`src/rtl/dual_timer_pkg.sv`:
```
// constants for the dual interval timer control block
package dual_timer_pkg;
	// ****************************************
	// register map
	// ****************************************
	localparam int ADDR_W = 4;
	localparam logic [3:0] IRQ_STATUS = 4'h0;
	localparam logic [3:0] IRQ_MASK = 4'h1;
	localparam logic [3:0] TA_LO = 4'h4;
	localparam logic [3:0] TA_HI = 4'h5;
	localparam logic [3:0] TB_LO = 4'h6;
	localparam logic [3:0] TB_HI = 4'h7;
	localparam logic [3:0] TIMER_A_CONTROL = 4'he;
	localparam logic [3:0] TIMER_B_CONTROL = 4'hf;
	// ****************************************
	// control field positions
	// ****************************************
	localparam int RUN_BIT = 0;
	localparam int PORT_EN_BIT = 1;
	localparam int SHAPE_BIT = 2;
	localparam int STYLE_BIT = 3;
	localparam int LOAD_BIT = 4;
	localparam int SRC_BIT = 5;
	localparam int SHIFT_BIT = 6;
	localparam int MAINS_BIT = 7;
	localparam int SRC_B_LSB = 5;
	localparam int ALARM_BIT = 7;
	// timer b count source codes
	localparam logic [1:0] SRC_PHI2 = 2'h0;
	localparam logic [1:0] SRC_PIN = 2'h1;
	localparam logic [1:0] SRC_UFLOW = 2'h2;
	localparam logic [1:0] SRC_GATED = 2'h3;
	// ****************************************
	// reset values
	// ****************************************
	localparam logic CTRL_BIT_RESET = 1'b0;
	localparam logic [1:0] SRC_B_RESET = 2'h0;
	localparam logic [15:0] LATCH_RESET = 16'hffff;
	localparam logic [15:0] COUNT_RESET = 16'hffff;
	localparam int IRQ_W = 5;
	localparam logic [4:0] IRQ_RESET = 5'h00;
	localparam logic [7:0] RDATA_RESET = 8'h00;
endpackage

```
`src/rtl/dual_timer_control.sv`:
```
// control registers, counters and event logic of two 16-bit interval timers
//
// The implementer's own choice: the address-and-strobe port.
`timescale 1ns/1ps
// ****************************************
// Overview of operation
// RULE1 - control bit 0 starts the timer when one, stops it when zero.
// RULE2 - one-shot timer clears its own run bit on underflow.
// RULE3 - timer a control bit 1 puts timer a output on port b line six.
// RULE4 - timer b control bit 1 puts timer b output on port b line seven.
// RULE5 - bit 2 picks toggle output when one, single pulse when zero.
// RULE6 - bit 3 picks one-shot when one, continuous reload when zero.
// RULE7 - writing one to bit 4 loads the counter from its latch at once.
// RULE8 - bit 4 always reads zero; writing zero there does nothing.
// RULE9 - timer a bit 5 counts count pin rising edges, else every clock.
// RULE10 - timer a bit 6 sets serial output with count pin clock, else input.
// RULE11 - timer a bit 7 selects 50 Hz time-of-day input, else 60 Hz.
// RULE12 - timer b bits 0 to 4 act as timer a's, except the port line.
// RULE13 - timer b source 00 counts clocks, 01 counts count pin edges.
// RULE14 - source 10 counts timer a underflows, 11 only while pin high.
// RULE15 - timer b bit 7 sends time-of-day writes to alarm, else clock.
// RULE16 - unused bits ignore writes and read as zero.
// RULE17 - each timer underflow is its own interrupt source.
// RULE18 - serial output shifts at half the timer a underflow rate.
// RULE19 - load with start in one write loads first, counts next cycle.
// ****************************************

// ****************************************
// one timer: control bits 0-4, latch and counter
// ****************************************
module timer_core
	import dual_timer_pkg::*;
(
	input wire logic mclk, // system clock
	input wire logic nrst, // async reset, low active
	input wire logic ctrl_wr, // write to this control register
	input wire logic lo_wr, // write latch low byte
	input wire logic hi_wr, // write latch high byte
	input wire logic [7:0] wdata, // write data
	input wire logic tick, // qualified count source
	output logic run, // run bit
	output logic port_en, // port line routing bit
	output logic shape, // toggle when one
	output logic style, // one-shot when one
	output logic [15:0] latch, // reload value
	output logic [15:0] count, // counter
	output logic uflow, // underflow pulse
	output logic level // port line level
);
	logic toggle;
	logic pulse;
	wire load_strobe = ctrl_wr & wdata[LOAD_BIT]; // RULE7 RULE8
	// load wins over a decrement in the same cycle
	wire dec = run & tick & ~load_strobe; // RULE1 RULE19
	assign uflow = dec & (count == 16'h0000);
	assign level = shape ? toggle : pulse; // RULE5

	always_ff @(posedge mclk or negedge nrst)
	begin
		if (!nrst)
		begin
			run <= CTRL_BIT_RESET;
			port_en <= CTRL_BIT_RESET;
			shape <= CTRL_BIT_RESET;
			style <= CTRL_BIT_RESET;
		end
		else if (ctrl_wr)
		begin
			run <= wdata[RUN_BIT]; // RULE1
			port_en <= wdata[PORT_EN_BIT];
			shape <= wdata[SHAPE_BIT];
			style <= wdata[STYLE_BIT]; // RULE6
		end
		else if (uflow && style)
			run <= 1'b0; // RULE2
	end

	always_ff @(posedge mclk or negedge nrst)
	begin
		if (!nrst)
			latch <= LATCH_RESET;
		else if (lo_wr)
			latch[7:0] <= wdata;
		else if (hi_wr)
			latch[15:8] <= wdata;
	end

	always_ff @(posedge mclk or negedge nrst)
	begin
		if (!nrst)
			count <= COUNT_RESET;
		else if (load_strobe)
			count <= latch; // RULE7 RULE19
		else if (uflow)
			count <= latch; // RULE6
		else if (dec)
			count <= count - 16'h0001;
	end

	// toggle output starts high on every start from stop
	always_ff @(posedge mclk or negedge nrst)
	begin
		if (!nrst)
		begin
			toggle <= 1'b0;
			pulse <= 1'b0;
		end
		else
		begin
			pulse <= uflow; // RULE5
			if (ctrl_wr && wdata[RUN_BIT] && !run)
				toggle <= 1'b1;
			else if (uflow)
				toggle <= ~toggle; // RULE5
		end
	end
endmodule // timer_core

// ****************************************
// top: register port, source selection, pins, interrupts
// ****************************************
module dual_timer_control
	import dual_timer_pkg::*;
(
	input wire logic mclk, // system clock, 20 MHz
	input wire logic nrst, // async reset, low active
	input wire logic [3:0] addr, // register address
	input wire logic [7:0] wdata, // write data
	input wire logic wr, // write strobe
	input wire logic rd, // read strobe
	output logic [7:0] rdata, // read data, cycle after rd
	input wire logic count_pin_in, // count pin level, async
	output logic count_pin_out, // count pin drive value, open drain
	output logic count_pin_oe, // count pin pulled low when high
	input wire logic line_six_port_out, // ordinary port value, line six
	input wire logic line_six_port_oe, // ordinary port enable, line six
	input wire logic line_seven_port_out, // ordinary port value, line seven
	input wire logic line_seven_port_oe, // ordinary port enable, line seven
	output logic port_b_line_six_out, // line six drive value
	output logic port_b_line_six_oe, // line six drive enable
	output logic port_b_line_seven_out, // line seven drive value
	output logic port_b_line_seven_oe, // line seven drive enable
	output logic shift_direction_select, // serial port is output
	output logic serial_shift_tick, // one shift per two a underflows
	output logic mains_rate_select, // 50 Hz when high
	output logic tod_alarm_select, // time-of-day writes go to alarm
	input wire logic alarm_event, // alarm match pulse
	input wire logic serial_event, // serial byte done pulse
	input wire logic flag_event, // flag edge pulse
	output logic irq // level, unmasked status set
);
	logic a_run, a_pen, a_shape, a_style, a_uflow, a_level;
	logic b_run, b_pen, b_shape, b_style, b_uflow, b_level;
	logic [15:0] a_latch, a_count, b_latch, b_count;
	logic count_source_select;
	logic [1:0] b_source;
	logic pin_meta, pin_sync, pin_prev;
	logic shift_clk;
	logic [IRQ_W-1:0] irq_status, irq_mask;

	// ****************************************
	// address decode
	// ****************************************
	wire a_ctrl_wr = wr & (addr == TIMER_A_CONTROL);
	wire b_ctrl_wr = wr & (addr == TIMER_B_CONTROL);
	wire status_wr = wr & (addr == IRQ_STATUS);
	wire mask_wr = wr & (addr == IRQ_MASK);
	wire a_lo_wr = wr & (addr == TA_LO);
	wire a_hi_wr = wr & (addr == TA_HI);
	wire b_lo_wr = wr & (addr == TB_LO);
	wire b_hi_wr = wr & (addr == TB_HI);

	// ****************************************
	// count pin sampling
	// ****************************************
	always_ff @(posedge mclk or negedge nrst)
	begin
		if (!nrst)
		begin
			pin_meta <= 1'b1;
			pin_sync <= 1'b1;
			pin_prev <= 1'b1;
		end
		else
		begin
			pin_meta <= count_pin_in;
			pin_sync <= pin_meta;
			pin_prev <= pin_sync;
		end
	end
	wire pin_rise = pin_sync & ~pin_prev;

	// ****************************************
	// count sources
	// ****************************************
	wire a_tick = count_source_select ? pin_rise : 1'b1; // RULE9
	wire b_tick = (b_source == SRC_PHI2) ? 1'b1 : // RULE13
		(b_source == SRC_PIN) ? pin_rise : // RULE13
		(b_source == SRC_UFLOW) ? a_uflow : // RULE14
		(a_uflow & pin_sync); // RULE14

	timer_core timer_a (
		.mclk(mclk),
		.nrst(nrst),
		.ctrl_wr(a_ctrl_wr),
		.lo_wr(a_lo_wr),
		.hi_wr(a_hi_wr),
		.wdata(wdata),
		.tick(a_tick),
		.run(a_run),
		.port_en(a_pen),
		.shape(a_shape),
		.style(a_style),
		.latch(a_latch),
		.count(a_count),
		.uflow(a_uflow),
		.level(a_level)
	);

	// same core for timer b, only source and line differ
	timer_core timer_b ( // RULE12
		.mclk(mclk),
		.nrst(nrst),
		.ctrl_wr(b_ctrl_wr),
		.lo_wr(b_lo_wr),
		.hi_wr(b_hi_wr),
		.wdata(wdata),
		.tick(b_tick),
		.run(b_run),
		.port_en(b_pen),
		.shape(b_shape),
		.style(b_style),
		.latch(b_latch),
		.count(b_count),
		.uflow(b_uflow),
		.level(b_level)
	);

	// ****************************************
	// upper control bits
	// ****************************************
	always_ff @(posedge mclk or negedge nrst)
	begin
		if (!nrst)
		begin
			count_source_select <= CTRL_BIT_RESET;
			shift_direction_select <= CTRL_BIT_RESET;
			mains_rate_select <= CTRL_BIT_RESET;
		end
		else if (a_ctrl_wr)
		begin
			count_source_select <= wdata[SRC_BIT]; // RULE9
			shift_direction_select <= wdata[SHIFT_BIT]; // RULE10
			mains_rate_select <= wdata[MAINS_BIT]; // RULE11
		end
	end

	always_ff @(posedge mclk or negedge nrst)
	begin
		if (!nrst)
		begin
			b_source <= SRC_B_RESET;
			tod_alarm_select <= CTRL_BIT_RESET;
		end
		else if (b_ctrl_wr)
		begin
			b_source <= wdata[SRC_B_LSB +: 2]; // RULE13 RULE14
			tod_alarm_select <= wdata[ALARM_BIT]; // RULE15
		end
	end

	// ****************************************
	// port b lines, registered
	// ****************************************
	always_ff @(posedge mclk or negedge nrst)
	begin
		if (!nrst)
		begin
			port_b_line_six_out <= 1'b0;
			port_b_line_six_oe <= 1'b0;
			port_b_line_seven_out <= 1'b0;
			port_b_line_seven_oe <= 1'b0;
		end
		else
		begin
			port_b_line_six_out <= a_pen ? a_level : line_six_port_out; // RULE3
			port_b_line_six_oe <= a_pen | line_six_port_oe; // RULE3
			port_b_line_seven_out <= b_pen ? b_level : line_seven_port_out; // RULE4
			port_b_line_seven_oe <= b_pen | line_seven_port_oe; // RULE4
		end
	end

	// ****************************************
	// serial shift clock from timer a
	// ****************************************
	// count pin idles high; only low half-periods are driven
	assign count_pin_out = 1'b0;
	always_ff @(posedge mclk or negedge nrst)
	begin
		if (!nrst)
		begin
			shift_clk <= 1'b1;
			serial_shift_tick <= 1'b0;
			count_pin_oe <= 1'b0;
		end
		else
		begin
			if (!shift_direction_select)
				shift_clk <= 1'b1;
			else if (a_uflow)
				shift_clk <= ~shift_clk; // RULE18
			serial_shift_tick <= shift_direction_select & a_uflow & ~shift_clk; // RULE18
			count_pin_oe <= shift_direction_select & ~shift_clk; // RULE10
		end
	end

	// ****************************************
	// interrupt status and mask
	// ****************************************
	wire [IRQ_W-1:0] events = {flag_event, serial_event, alarm_event, b_uflow, a_uflow}; // RULE17
	wire [IRQ_W-1:0] w1c = status_wr ? wdata[IRQ_W-1:0] : IRQ_RESET;
	// a new event beats a clear arriving in the same cycle
	wire [IRQ_W-1:0] next_status = (irq_status & ~w1c) | events;
	always_ff @(posedge mclk or negedge nrst)
	begin
		if (!nrst)
		begin
			irq_status <= IRQ_RESET;
			irq_mask <= IRQ_RESET;
		end
		else
		begin
			irq_status <= next_status; // RULE17
			if (mask_wr)
				irq_mask <= wdata[IRQ_W-1:0];
		end
	end
	assign irq = |(irq_status & irq_mask);

	// ****************************************
	// read path
	// ****************************************
	// load bit position is always returned as zero
	wire [7:0] a_ctrl_rd = {mains_rate_select, shift_direction_select, count_source_select,
		1'b0, a_style, a_shape, a_pen, a_run}; // RULE8
	wire [7:0] b_ctrl_rd = {tod_alarm_select, b_source, 1'b0, b_style, b_shape, b_pen, b_run}; // RULE8
	wire [7:0] next_rdata = (addr == TIMER_A_CONTROL) ? a_ctrl_rd :
		(addr == TIMER_B_CONTROL) ? b_ctrl_rd :
		(addr == IRQ_STATUS) ? {3'h0, irq_status} : // RULE16
		(addr == IRQ_MASK) ? {3'h0, irq_mask} : // RULE16
		(addr == TA_LO) ? a_count[7:0] :
		(addr == TA_HI) ? a_count[15:8] :
		(addr == TB_LO) ? b_count[7:0] :
		(addr == TB_HI) ? b_count[15:8] : 8'h00; // RULE16
	always_ff @(posedge mclk or negedge nrst)
	begin
		if (!nrst)
			rdata <= RDATA_RESET;
		else
			rdata <= rd ? next_rdata : RDATA_RESET;
	end
endmodule // dual_timer_control

```
`config.mk`:
```
export PLATFORM = sky130hd
export DESIGN_NAME = dual_timer_control
export DESIGN_NICKNAME = d
export VERILOG_FILES = /design/src/rtl/dual_timer_pkg.sv /design/src/rtl/dual_timer_control.sv
export SDC_FILE = /design/constraint.sdc
export NUM_CORES = 1
export LEC_CHECK = 0
export BUFFER_PORTS_ARGS = -buffer_cell sky130_fd_sc_hd__buf_4
export CORE_ASPECT_RATIO = 1.5
export CORE_MARGIN = 2
export CORE_UTILIZATION = 40
export CTS_BUF_LIST = sky130_fd_sc_hd__clkbuf_8
export CTS_CLUSTER_DIAMETER = 50
export DETAILED_ROUTE_END_ITERATION = 8
export GPL_TIMING_DRIVEN = 0
export PLACE_DENSITY = 0.65
export SLEW_MARGIN = 25
export SYNTH_ARGS = -nofsm -noshare
export SYNTH_HDL_FRONTEND = slang
export SYNTH_SLANG_ARGS = --single-unit
```
`constraint.sdc`:
```
create_clock -name mclk -period 3.2 [get_ports mclk]
set_clock_uncertainty 0.15 [all_clocks]
set_input_delay 0.64 -clock mclk [delete_from_list [all_inputs] [get_ports mclk]]
set_output_delay 0.64 -clock mclk [all_outputs]
set_load 0.02 [all_outputs]
```
==> flow_summary.toml <==
[outcome]
outcome = "completed"

[cts]
clk_latency_ns = 0.38
cts.sinks = 110
htreeDepth = 3
cts_tree = "yes"
clock_path_buffers = 2
cts-root-buf = "clkbuf_8"
cts.clk_slew.worst_paths_ns = 0.10
cts_buffers = 9

[synthesis]
synth_xor_area_share_pct = 0.456
ys.flop_type = "dfstp_2"
synth-seq-cells = 110
seq_area_frac_synth_pct = 49.3
syn_avg_cell_area_um2 = 10.5
synth-compound-area-share_pct = 16.0
synthTopCellsByArea = "dfstp_2, dfrtp_1, mux2_2"
yosysWarnings = 0
syn_area_mm2 = 0.00576
synthArstFlopShare_pct = 100
synth_top_area_share_pct = 31.0
synthMuxAreaShare_pct = 14.3
syn-num-nets = 576
synth-edff-count = 0
synth_cells = 549
synth_area_leader_cell = "dfstp_2"
synth_top_family_by_area = "compound AO/OA/AOI/OAI gates"
synth_fa_ha_area_share_pct = 0.652
yosys.area_share.simple_pct = 15.4
synth.distinct_cells = 61

[worst_setup_path]
slowest_delay_ns = 0.53
crit_chain = "inv_1 -> ha_1 -> nor3b_2 -> nand4b_1 -> nor4_1 -> a21oi_2 -> buf_6 -> buf_2 -> mux2i_1 -> a22oi_1"
cp_top_family = "simple AND/OR/NAND/NOR gates"
startpoint = "timer_b.count[0]"
path_class = "flip-flop to flip-flop"
crit_buf_inv = 3
r2r_slack_ns = 0.20
critical_path_cell_count = 10
worstSetupStartpointType = "flip-flop"
slowest_stage = "nor4_1"
cp.arrival_ns = 3.13
crit_fanout = 10
worstReg2RegStart = "timer_b.count[0]"
worstPathRequired_ns = 3.34
r2r_cells = 10
crit_end = "timer_b.count[11]"
r2r-end = "timer_b.count[11]"
endpoint_kind = "flip-flop"

[final_layout]
area_delta_synth_final_pct = 12.2
final_cell_mix = "dfstp_2, mux2_2, nand2_1"
utilization_pct = 46.0
nets = 623
layout_commonest_cell = "dfstp_2"
diodes = 0
drive_gt1_share_pct = 33.6

[timing]
hold_viol = 0
timing.final.ws_setup_ns = 0.202
rsz0062_at_grt = "false"
setup_viol = 0
fin_crit_sh_pct = 93.7
slew_viol_final = 0
fmax_mhz = 334
relSlewSlack_pct = 41.4
fin_setup_tns_ns = 0
period_needed_ns = 3.00
worst_slew_pin_slew_ns = 0.879

[routing]
vias = 4568
dr.pass1.iters = 6
viasPerCell = 5.76
drtIter0Drc = 380
ant_nets = 0
drc = 0
wl_per_cell_um = 20.8
drt_wl_total_um = 16500

[global_route]
grt_pass1_wl_um = 26100
overflow = 0
grt_antenna_before_repair = 0
grt_pass1_vias = 4570
grt_max_degree = 111
grt_use_total_pct = 22.7

[pwr]
power_density_mw_per_mm2 = 686
ir_drop_mv = 0.390
power_leakage_nw = 2.59

[run]
drv_cap = 0

[floorplan]
die_h_um = 151
coreArea_mm2 = 0.0141
rows = 53
die_area_mm2 = 0.0154
die_w_um = 102
ios = 43
initial_core_util_pct = 41.0

[worst_hold_path]
hp-class = "flip-flop to flip-flop"

[place]
place_congestion = 0.997
place_ws_ns = 0.184
dp_hpwl_um = 12200
port_buffers = 36
## worst reg2reg max path: cells and delay by family, from the launching register on
family,cells,cell delay (ns)
flip-flops,1,0.42
adder cells (fa/ha/maj),1,0.22
multiplexers,1,0.13
AO/OA/AOI/OAI,2,0.40
AND/OR/NAND/NOR,3,1.13
buffers and inverters,3,0.47
## state kept, by name (all words and copies together), names as in the netlist, 2 cells and up
register / cells
irq_status: 5
timer_b.latch: 16
irq_mask: 5
timer_a.latch: 16
timer_a.count: 16
b_source: 2
timer_b.count: 16
rdata: 8
## logic make-up (layout without fill, tap and decap cells)
group,count (synthesis),in the layout
AOI/OAI and AO/OA,142,142
xor gates and xnor gates,3,3
adders and majority gates,3,3
buffers and inverters,50,102
DFF,110,110
muxes,73,73
other,1,1
and+or+nand+nor,167,167
## Yosys cell counts, types with 15 or more instances
cell	count
a21oi_1	33
a22oi_1	16
clkbuf_1	20
dfrtp_1	42
dfstp_2	68
inv_1	19
mux2_2	55
mux2i_1	15
nand2_1	51
nor2_1	28
nor3_1	17
o21ai_0	34
## per-layer routing
layer | track usage [%] | share of wire [%] | routed length [um] | vias up
met5 | 0 | 0 | 0 | -
met1 | 27.9 | 39 | 6400 | 2285
met2 | 40.6 | 54 | 8930 | 153
li1 | - | - | - | 2098
met3 | 2.40 | 4.1 | 684 | 32
met4 | 8.20 | 3.0 | 503 | 0
## power breakdown
group	total (mW)	internal [mW]	switching [mW]
sequential	2.35	1.93	0.421
combinational	1.29	0.577	0.709
clock	0.800	0.295	0.505
total	4.44	2.80	1.63
## stage by stage
stage | hold slack [ns] | area, um2 | power [mW] | cells
floorplan | 0.194 | 5760 | 3.13 | 549
global placement | 0.196 | 6270 | 3.59 | 777
detailed placement | 0.197 | 6270 | 3.64 | 777
CTS | 0.203 | 6450 | 4.44 | 793
global route | 0.192 | 6460 | 4.72 | 793
finish | 0.211 | 6460 | 4.44 | 793
## repair_timing
action | 4_1_cts | 5_1_grt
buffers inserted | 0 | 0
hold buffers | 0 | 0
endpoints found under the setup margin | 0 | 5
resized for setup | 0 | 1
## how the worst min path moves through the flow
stage / start / to / slack [ns] / cells after the start
floorplan: nrst / b_source[0] / 0.19 / 0
global placement: pin_meta / pin_sync / 0.20 / 0
detailed placement: pin_meta / pin_sync / 0.20 / 0
CTS: count_pin_in / pin_meta / 0.20 / 1
global route: count_pin_in / pin_meta / 0.19 / 1
finish: pin_meta / pin_sync / 0.21 / 0
## cell type report
type                       count  area, um2
multi-input combinational    389       2700
timing repair buffer          36        277
sequential                   110       2840
clock buffer                   9        124
fill                        1376       7600
clock inverter                 7       58.8
tap                          192        240
buffer                        31        151
inverter                      19       71.3
Power figures use the tool's default switching activity.
